`config.mk`:
```
export PLATFORM = sky130hd
export DESIGN_NAME = udcm_cell_mux
export DESIGN_NICKNAME = d
export VERILOG_FILES = /design/src/design/udcm_pkg.sv /design/src/design/udcm_cell_mux.sv /design/src/design/udcm_cell_memory.sv
export VERILOG_INCLUDE_DIRS = /design/src /design/src/design
export SDC_FILE = /design/constraint.sdc
export NUM_CORES = 1
export LEC_CHECK = 0
export BUFFER_PORTS_ARGS = -buffer_cell sky130_fd_sc_hd__buf_2
export CORE_ASPECT_RATIO = 0.9
export CORE_MARGIN = 2
export CORE_UTILIZATION = 48
export CTS_CLUSTER_DIAMETER = 60
export DETAILED_ROUTE_END_ITERATION = 12
export SYNTH_ARGS = -nofsm -noshare
export SYNTH_HDL_FRONTEND = slang
export SYNTH_HIERARCHICAL = 1
export SYNTH_SLANG_ARGS = --single-unit
```
`constraint.sdc`:
```
create_clock -name clock -period 5.34 [get_ports clock]
set_input_delay 0.267 -clock clock [delete_from_list [all_inputs] [get_ports clock]]
set_output_delay 0.267 -clock clock [all_outputs]
set_load 0.005 [all_outputs]
```
`src/design/udcm_cfg.svh`:
```
// Constants of the dual-port UTOPIA cell multiplexer
`ifndef UDCM_CFG_SVH
`define UDCM_CFG_SVH

// Octets in one ATM cell on the 8-bit UTOPIA bus
`define UDCM_CELL_OCTETS 53
// Width of an octet counter
`define UDCM_COUNT_WIDTH 6
// Largest channel count per direction
`define UDCM_CHANNEL_LIMIT 1024
// Width of a channel count
`define UDCM_CHANNEL_WIDTH 11

// Primary transmit clock source codes
`define UDCM_CLKSEL_SECONDARY 2'h0
`define UDCM_CLKSEL_DIV2 2'h1
`define UDCM_CLKSEL_DIV4 2'h2
`define UDCM_CLKSEL_EXTERNAL 2'h3

// Reset values
`define UDCM_RESET_OCTET 8'h00
`define UDCM_RESET_COUNT 6'h00

`endif

```
`src/design/udcm_pkg.sv`:
```
// Types shared by the cell multiplexer files
package udcm_pkg;

    // Transmit multiplexer states, one-hot
    typedef enum logic [2:0]
    {
        UDCM_TX_IDLE = 3'h1,
        UDCM_TX_INTERNAL = 3'h2,
        UDCM_TX_SECONDARY = 3'h4
    } udcm_tx_state_type;

endpackage

```
`src/design/udcm_cell_mux.sv`:
```
// Dual-port UTOPIA cell multiplexer: primary ATM side, secondary PHY side
`timescale 1ns/1ps
`include "udcm_cfg.svh"

module udcm_cell_mux #(
    parameter int CELL_OCTETS = `UDCM_CELL_OCTETS,
    parameter int CHANNEL_LIMIT = `UDCM_CHANNEL_LIMIT
) (
    input wire logic clock,
    input wire logic srst,
    input wire logic [1:0] tx_clock_select,
    input wire logic primary_tx_link_clock_in,
    output logic primary_tx_link_clock_out,
    output logic primary_tx_link_clock_oe,
    output logic [7:0] primary_tx_octet_bus,
    output logic primary_tx_cell_start,
    output logic primary_tx_enable_out_n,
    output logic primary_tx_parity_out,
    input wire logic primary_tx_cell_avail_in,
    input wire logic primary_rx_link_clock,
    input wire logic [7:0] primary_rx_octet_bus,
    input wire logic primary_rx_cell_start,
    input wire logic primary_rx_cell_avail_in,
    input wire logic primary_rx_enable_in_n,
    input wire logic secondary_tx_link_clock,
    input wire logic [7:0] secondary_tx_octet_bus,
    input wire logic secondary_tx_cell_start,
    input wire logic secondary_tx_enable_in_n,
    output logic secondary_tx_cell_avail_out,
    input wire logic internal_cell_ready,
    input wire logic [7:0] internal_octet,
    output logic internal_octet_take,
    output logic [7:0] rx_octet,
    output logic rx_cell_start,
    output logic rx_octet_valid,
    output logic rx_cell_avail,
    input wire logic [`UDCM_CHANNEL_WIDTH-1:0] tx_channel_count,
    input wire logic [`UDCM_CHANNEL_WIDTH-1:0] rx_channel_count,
    output logic channel_limit_error
);
    import udcm_pkg::*;

    localparam logic [`UDCM_COUNT_WIDTH-1:0] LAST_INDEX = (`UDCM_COUNT_WIDTH)'(CELL_OCTETS - 1);
    localparam logic [`UDCM_COUNT_WIDTH-1:0] FULL_COUNT = (`UDCM_COUNT_WIDTH)'(CELL_OCTETS);
    localparam logic [`UDCM_CHANNEL_WIDTH-1:0] LIMIT = (`UDCM_CHANNEL_WIDTH)'(CHANNEL_LIMIT);

    // Clock generation state
    logic gen_clock; // Internally made transmit link clock
    logic div_phase; // Half-rate phase for divide by 4
    logic chosen_prev; // Last level of the selected clock
    logic next_gen_clock;
    logic next_div_phase;
    logic chosen_level; // Selected transmit clock level
    logic tx_tick; // Falling edge of selected clock

    // Link clock history for edge detection
    logic stx_prev;
    logic prx_prev;
    logic stx_rise;
    logic prx_rise;

    // Transmit multiplexer state
    udcm_tx_state_type tx_state;
    udcm_tx_state_type next_tx_state;
    logic [`UDCM_COUNT_WIDTH-1:0] tx_count; // Index of the next octet to send
    logic [`UDCM_COUNT_WIDTH-1:0] next_tx_count;
    logic last_secondary; // Fairness: last cell came from secondary
    logic next_last_secondary;
    logic [7:0] next_tx_octet;
    logic next_tx_start;
    logic next_tx_enable_n;
    logic next_take;
    logic clear_full; // Secondary cell fully forwarded

    // Secondary port capture state
    logic [`UDCM_COUNT_WIDTH-1:0] wr_count;
    logic [`UDCM_COUNT_WIDTH-1:0] next_wr_count;
    logic sec_full; // One whole cell held
    logic next_sec_full;
    logic mem_we;
    logic [`UDCM_COUNT_WIDTH-1:0] mem_waddr;
    logic [7:0] mem_rdata;

    // Receive capture next values
    logic [7:0] next_rx_octet;
    logic next_rx_start;
    logic next_rx_valid;
    logic next_rx_avail;

    // Edge detects; link inputs are synchronous to clock, so no synchroniser
    assign stx_rise = secondary_tx_link_clock & ~stx_prev;
    assign prx_rise = primary_rx_link_clock & ~prx_prev;
    // External source is read from the pin, the others from our own register
    assign chosen_level = (tx_clock_select == `UDCM_CLKSEL_EXTERNAL) ?
        primary_tx_link_clock_in : gen_clock;
    // Drive on falling edge so the PHY sees half a period of setup
    assign tx_tick = chosen_prev & ~chosen_level;

    // Transmit clock source and divider
    always_comb
    begin
        next_gen_clock = gen_clock;
        next_div_phase = ~div_phase;
        case (tx_clock_select)
            `UDCM_CLKSEL_SECONDARY:
                next_gen_clock = secondary_tx_link_clock;
            `UDCM_CLKSEL_DIV2:
                next_gen_clock = ~gen_clock;
            `UDCM_CLKSEL_DIV4:
                next_gen_clock = div_phase ? ~gen_clock : gen_clock;
            default:
                next_gen_clock = 1'b0; // External: our copy rests low
        endcase
    end

    // Clock registers
    always_ff @(posedge clock)
    begin
        if (srst)
        begin
            gen_clock <= 1'b0;
            div_phase <= 1'b0;
            chosen_prev <= 1'b0;
            stx_prev <= 1'b0;
            prx_prev <= 1'b0;
            primary_tx_link_clock_out <= 1'b0;
            primary_tx_link_clock_oe <= 1'b0;
        end
        else
        begin
            gen_clock <= next_gen_clock;
            div_phase <= next_div_phase;
            chosen_prev <= chosen_level;
            stx_prev <= secondary_tx_link_clock;
            prx_prev <= primary_rx_link_clock;
            primary_tx_link_clock_out <= next_gen_clock;
            // Release the pin only for an external source
            primary_tx_link_clock_oe <= (tx_clock_select != `UDCM_CLKSEL_EXTERNAL);
        end
    end

    // Transmit multiplexer next state
    always_comb
    begin
        next_tx_state = tx_state;
        next_tx_count = tx_count;
        next_last_secondary = last_secondary;
        next_tx_octet = primary_tx_octet_bus;
        next_tx_start = primary_tx_cell_start;
        next_tx_enable_n = primary_tx_enable_out_n;
        next_take = 1'b0;
        clear_full = 1'b0;
        if (tx_tick)
        begin
            next_tx_start = 1'b0;
            case (tx_state)
                UDCM_TX_IDLE:
                begin
                    // Pick a source only between cells
                    next_tx_enable_n = 1'b1;
                    if (primary_tx_cell_avail_in && sec_full &&
                        (!internal_cell_ready || !last_secondary))
                    begin
                        next_tx_state = UDCM_TX_SECONDARY;
                        next_tx_octet = mem_rdata;
                        next_tx_start = 1'b1;
                        next_tx_enable_n = 1'b0;
                        next_tx_count = `UDCM_RESET_COUNT + 6'h01;
                        next_last_secondary = 1'b1;
                    end
                    else if (primary_tx_cell_avail_in && internal_cell_ready)
                    begin
                        next_tx_state = UDCM_TX_INTERNAL;
                        next_tx_octet = internal_octet;
                        next_tx_start = 1'b1;
                        next_tx_enable_n = 1'b0;
                        next_take = 1'b1;
                        next_tx_count = `UDCM_RESET_COUNT + 6'h01;
                        next_last_secondary = 1'b0;
                    end
                end
                UDCM_TX_INTERNAL, UDCM_TX_SECONDARY:
                begin
                    if (tx_count == FULL_COUNT)
                    begin
                        // Whole cell sent; no bytes of two cells interleave
                        next_tx_state = UDCM_TX_IDLE;
                        next_tx_enable_n = 1'b1;
                        next_tx_count = `UDCM_RESET_COUNT;
                        clear_full = (tx_state == UDCM_TX_SECONDARY);
                    end
                    else
                    begin
                        // Mid-cell octet, sent regardless of cell-available
                        next_tx_octet = (tx_state == UDCM_TX_SECONDARY) ?
                            mem_rdata : internal_octet;
                        next_take = (tx_state == UDCM_TX_INTERNAL);
                        next_tx_count = tx_count + 6'h01;
                    end
                end
                default:
                begin
                    next_tx_state = UDCM_TX_IDLE;
                    next_tx_enable_n = 1'b1;
                    next_tx_count = `UDCM_RESET_COUNT;
                end
            endcase
        end
    end

    // Transmit multiplexer registers
    always_ff @(posedge clock)
    begin
        if (srst)
        begin
            tx_state <= UDCM_TX_IDLE;
            tx_count <= `UDCM_RESET_COUNT;
            last_secondary <= 1'b0;
            primary_tx_octet_bus <= `UDCM_RESET_OCTET;
            primary_tx_cell_start <= 1'b0;
            primary_tx_enable_out_n <= 1'b1;
            primary_tx_parity_out <= 1'b1;
            internal_octet_take <= 1'b0;
        end
        else
        begin
            tx_state <= next_tx_state;
            tx_count <= next_tx_count;
            last_secondary <= next_last_secondary;
            primary_tx_octet_bus <= next_tx_octet;
            primary_tx_cell_start <= next_tx_start;
            primary_tx_enable_out_n <= next_tx_enable_n;
            primary_tx_parity_out <= ~^next_tx_octet; // Odd parity
            internal_octet_take <= next_take;
        end
    end

    // Secondary port capture, acting as a PHY toward the attached SAR
    always_comb
    begin
        next_wr_count = wr_count;
        next_sec_full = sec_full & ~clear_full;
        mem_we = 1'b0;
        mem_waddr = wr_count;
        if (stx_rise && !secondary_tx_enable_in_n && !sec_full)
        begin
            if (secondary_tx_cell_start)
            begin
                // Start of cell realigns the store
                mem_we = 1'b1;
                mem_waddr = `UDCM_RESET_COUNT;
                next_wr_count = `UDCM_RESET_COUNT + 6'h01;
            end
            else if (wr_count != `UDCM_RESET_COUNT)
            begin
                mem_we = 1'b1;
                next_wr_count = wr_count + 6'h01;
                if (wr_count == LAST_INDEX)
                begin
                    next_sec_full = 1'b1;
                    next_wr_count = `UDCM_RESET_COUNT;
                end
            end
        end
    end

    // Secondary port registers
    always_ff @(posedge clock)
    begin
        if (srst)
        begin
            wr_count <= `UDCM_RESET_COUNT;
            sec_full <= 1'b0;
            secondary_tx_cell_avail_out <= 1'b0;
        end
        else
        begin
            wr_count <= next_wr_count;
            sec_full <= next_sec_full;
            // Room for a cell while the store holds no whole cell
            secondary_tx_cell_avail_out <= ~next_sec_full;
        end
    end

    // Primary receive capture
    always_comb
    begin
        next_rx_octet = rx_octet;
        next_rx_start = rx_cell_start;
        next_rx_valid = 1'b0;
        next_rx_avail = rx_cell_avail;
        if (prx_rise)
        begin
            next_rx_avail = primary_rx_cell_avail_in;
            // Enable is observed, never driven; tied low takes every octet
            if (!primary_rx_enable_in_n)
            begin
                next_rx_octet = primary_rx_octet_bus;
                next_rx_start = primary_rx_cell_start;
                next_rx_valid = 1'b1;
            end
        end
    end

    // Receive registers and channel capacity check
    always_ff @(posedge clock)
    begin
        if (srst)
        begin
            rx_octet <= `UDCM_RESET_OCTET;
            rx_cell_start <= 1'b0;
            rx_octet_valid <= 1'b0;
            rx_cell_avail <= 1'b0;
            channel_limit_error <= 1'b0;
        end
        else
        begin
            rx_octet <= next_rx_octet;
            rx_cell_start <= next_rx_start;
            rx_octet_valid <= next_rx_valid;
            rx_cell_avail <= next_rx_avail;
            channel_limit_error <= (tx_channel_count > LIMIT) ||
                (rx_channel_count > LIMIT);
        end
    end

    // Secondary cell store; read address tracks the next octet to send
    udcm_cell_memory #(
        .DEPTH(CELL_OCTETS),
        .ADDR_WIDTH(`UDCM_COUNT_WIDTH),
        .DATA_WIDTH(8)
    ) u_store (
        .clock(clock),
        .write_enable(mem_we),
        .write_address(mem_waddr),
        .write_data(secondary_tx_octet_bus),
        .read_address(tx_count),
        .read_data(mem_rdata)
    );

endmodule

```
`src/design/udcm_cell_memory.sv`:
```
// One-cell store for octets arriving on the secondary port
`timescale 1ns/1ps

module udcm_cell_memory #(
    parameter int DEPTH = 53,
    parameter int ADDR_WIDTH = 6,
    parameter int DATA_WIDTH = 8
) (
    input wire logic clock,
    input wire logic write_enable,
    input wire logic [ADDR_WIDTH-1:0] write_address,
    input wire logic [DATA_WIDTH-1:0] write_data,
    input wire logic [ADDR_WIDTH-1:0] read_address,
    output logic [DATA_WIDTH-1:0] read_data
);

    // Storage array, no reset needed for data
    logic [DATA_WIDTH-1:0] store [DEPTH];

    // Write port
    always_ff @(posedge clock)
    begin
        if (write_enable)
        begin
            store[write_address] <= write_data;
        end
    end

    // Registered read port, one cycle latency
    always_ff @(posedge clock)
    begin
        read_data <= store[read_address];
    end

endmodule

```
==> summary.txt <==
Floorplan
  • Core Region: 39700 µm²
  • Die ar.: 42200 µm²
  • Row count: 69
  • Die Height: 195 µm
  • Die X: 216 µm
  • # IOs: 87
  • Initial Util: 0.490

STA
  • Clock skew: 0.0155 ns
  • Final Critical Period: 3.89 ns
  • Highest Clock Rate: 257 MHz
  • TNS Setup: 0 ns
  • Setup violations, final: 0
  • Final period util: 0.728
  • Unrepaired setup endpoints after global routing: no
  • Worst Tran Pin Value: 1.13 ns
  • Final WS setup: 1.45 ns
  • Rel. slew slack: 0.243
  • Hold Fails Final Rpt: 0
  • Fin. max-slew vios: 0

Place
  • Placed Cells: 1678
  • Post-Place Worst Slack: 1.41 ns
  • IO buf count: 86
  • Gpl congestion: 0.861
  • DPL Wire Length: 26700 µm

Global route
  • Initial antenna violation count: 0
  • Vias in the first global route: 10600
  • Gr usage total: 0.209
  • Grt total ovfl: 0
  • First-pass GRT wire length: 66000 µm
  • Largest net degree at the start of global routing: 54

Setup path
  • Cell family with most CP delay: simple AND/OR/NAND/NOR gates
  • Cell Chain, Critical Path: nor4b_1, nand2_1, and2_1, nor4bb_1, nand2_1, nor3_1
  • Slowest cell on the critical path: nor4b_1
  • Critical-path maximum fanout: 10
  • Crit path top cell by count: nand2_1
  • Critical path's largest stage delay: 0.93 ns
  • Crit Reg-Reg Startpoint: sec_full
  • CP Launch Type: flip-flop
  • Crit. End Element: flip-flop
  • Worst path arrival time: 4.07 ns
  • Origin of the worst setup path: sec_full
  • CP bufs+invs: 0
  • CP Class: reg -> reg
  • Critical path required time: 5.52 ns

Power
  • Leak: 6.99 nW
  • Flop pwr share: 0.556
  • Net Sw Frac: 0.203
  • Power Density: 339 nW/µm²
  • Worst vdd ir: 255 µV
  • Total power draw: 7.41 mW
  • Sw power: 1.50 mW
  • P_int: 5.90 mW
  • Clock power frac: 0.408
  • Comb pwr share: 0.035

Clock network
  • CTS tree: done
  • Bufs on Longest Clock Path: 3
  • Clock Latency Late Sink: 0.57 ns
  • Clock-pin slew on the worst setup and hold paths: 0.06 ns
  • Clock sinks: 480
  • Root Buffer: clkbuf_16
  • H-tree depth: 2
  • Inserted Clock Buffers: 47

Drt
  • Vias: 10600
  • Routed len/inst: 24.5 µm
  • Routed WL: 43500 µm
  • Drt drc: 0
  • Vias per cell: 5.97
  • Metal2 WL: 20200 µm
  • DR pass1 iterations: 5
  • First DRT Iteration DRCs: 1063
  • WL met1: 19700 µm
  • DR WL met3: 2700 µm
  • Top routing layer used: met4
  • Antenna viol nets, final: 0

Job
  • Number of max-cap violations: 0

Synth
  • Leading area contributor after synthesis: edfxtp_1
  • Unique masters post-synth: 68
  • Top-area cell type share of the netlist area: 0.654
  • Gate count after technology mapping: 1105
  • Synthesized cell area: 19500 µm²
  • Post-synth EDFFs: 424
  • Top-count cell post-synth: edfxtp_1
  • Synth cell count leaders: edfxtp_1, mux4_2, nor2_1
  • Yosys warnings: 6
  • Synth Flop Type: edfxtp_1
  • Sequential area share after synthesis: 0.711
  • FFs w/ async S/R, synth: 0
  • Syn_area_per_cell: 17.6 µm²
  • Syn Nets: 1173
  • Seq cells post-synth: 480
  • Dominant cells by area after synthesis: edfxtp_1, mux4_2, dfxtp_1

Cells and area
  • Layout cells sized above 1: 0.227
  • Nets@finish: 1279
  • Post-Layout Cell Count: 1774
  • Area growth, synth to finish: 12.3%
  • Antenna Cells: 0

Worst hold path
  • Worst hold-check path type: in -> reg
  • Hold path start: primary_tx_link_clock_in

Status
  • Outcome: completed
[worst min-delay path: cells and delay by family]
| kind | cells | cell delay, ns |
|---|---|---|
| buffers and inverters | 1 | 0.10 |
| AND/OR/NAND/NOR | 1 | 0.08 |
| multiplexers | 1 | 0.09 |
[kinds of logic after synthesis]
kind of cell / after synthesis / synth area share
buf+inv: 65 / 0.0174
fa+ha+maj: 8 / 0.00514
xor+xnor: 13 / 0.00655
mux: 150 / 0.145
flops: 480 / 0.711
compound gates: 145 / 0.0518
simple gates: 244 / 0.0624
[per-stage QoR]
stage	hold slack [ns]	util	cell area, µm²
floorplan	0.366	-	19500
global placement	0.409	0.512	20300
detailed placement	0.411	0.512	20300
CTS	0.000230	0.551	21900
global route	0.00572	0.551	21900
finish	0.0157	0.551	21900
[layout make-up]
type,count,area (µm²)
clock buffers,59,1250
clock inverters,21,129
fillers,3131,17800
inverters,13,48.8
multi-input cells,560,5280
flip-flops and latches,480,13900
well taps,532,666
repair buffers,109,638
[layout by cell type (no fill, tap or decap), drive strengths merged, types with 7 or more instances in the layout]
| cell | n |
|---|---|
| a31oi | 7 |
| nand2 | 44 |
| nand3 | 13 |
| a22oi | 22 |
| nor3 | 13 |
| o22ai | 10 |
| buf | 94 |
| dfxtp | 56 |
| dlygate4sd3 | 15 |
| mux2i | 34 |
| inv | 14 |
| nand2b | 7 |
| mux2 | 12 |
| clkinv | 19 |
| ha | 8 |
| a21oi | 36 |
| clkbuf | 59 |
| nor2 | 96 |
| nor2b | 21 |
| o21ai | 14 |
| xor2 | 7 |
| and2 | 14 |
| edfxtp | 424 |
| mux4 | 104 |
| a211oi | 9 |
[final timing paths]
| kind | to | slack, ns | cells after the start |
|---|---|---|---|
| setup reg to reg | u_store/store[34][7] | 1.45 | 6 |
| hold reg to reg | div_phase | 0.42 | 1 |
| hold / removal | chosen_prev | 0.02 | 3 |
| setup / recovery | u_store/store[34][7] | 1.45 | 6 |
[flip-flops by register name, indices dropped and copies added, names as in the netlist, 3 cells and up]
name and flops:
u_store/store 424, primary_tx_octet_bus 8, rx_octet 8, u_store/read_data 8, tx_count 6, wr_count 6
tx_state 3
[layer usage]
layer | track usage | up-vias
met5 | 0 | -
met4 | 0.0533 | 0
met3 | 0.0333 | 66
met2 | 0.325 | 355
met1 | 0.310 | 5508
li1 | - | 4664
[power groups by stage]
| stage | logic, mW | registers [mW] | clock network (mW) |
|---|---|---|---|
| 2_1_floorplan | 0.137 | 4.19 | 0 |
| 3_5_place_dp | 0.257 | 4.20 | 0 |
| 5_1_grt | 0.287 | 4.12 | 3.24 |
| 3_3_place_gp | 0.253 | 4.20 | 0 |
| 4_1_cts | 0.267 | 4.12 | 3.09 |
| 6_report | 0.262 | 4.12 | 3.02 |
[what timing repair did]
action,4_1_cts,5_1_grt
endpoints found under the setup margin,0,0
hold buffers,15,0
endpoints found under the hold margin,13,0
gates resized for setup,0,0
buffers inserted,0,0
No activity file was read; power rests on OpenSTA's default activity.
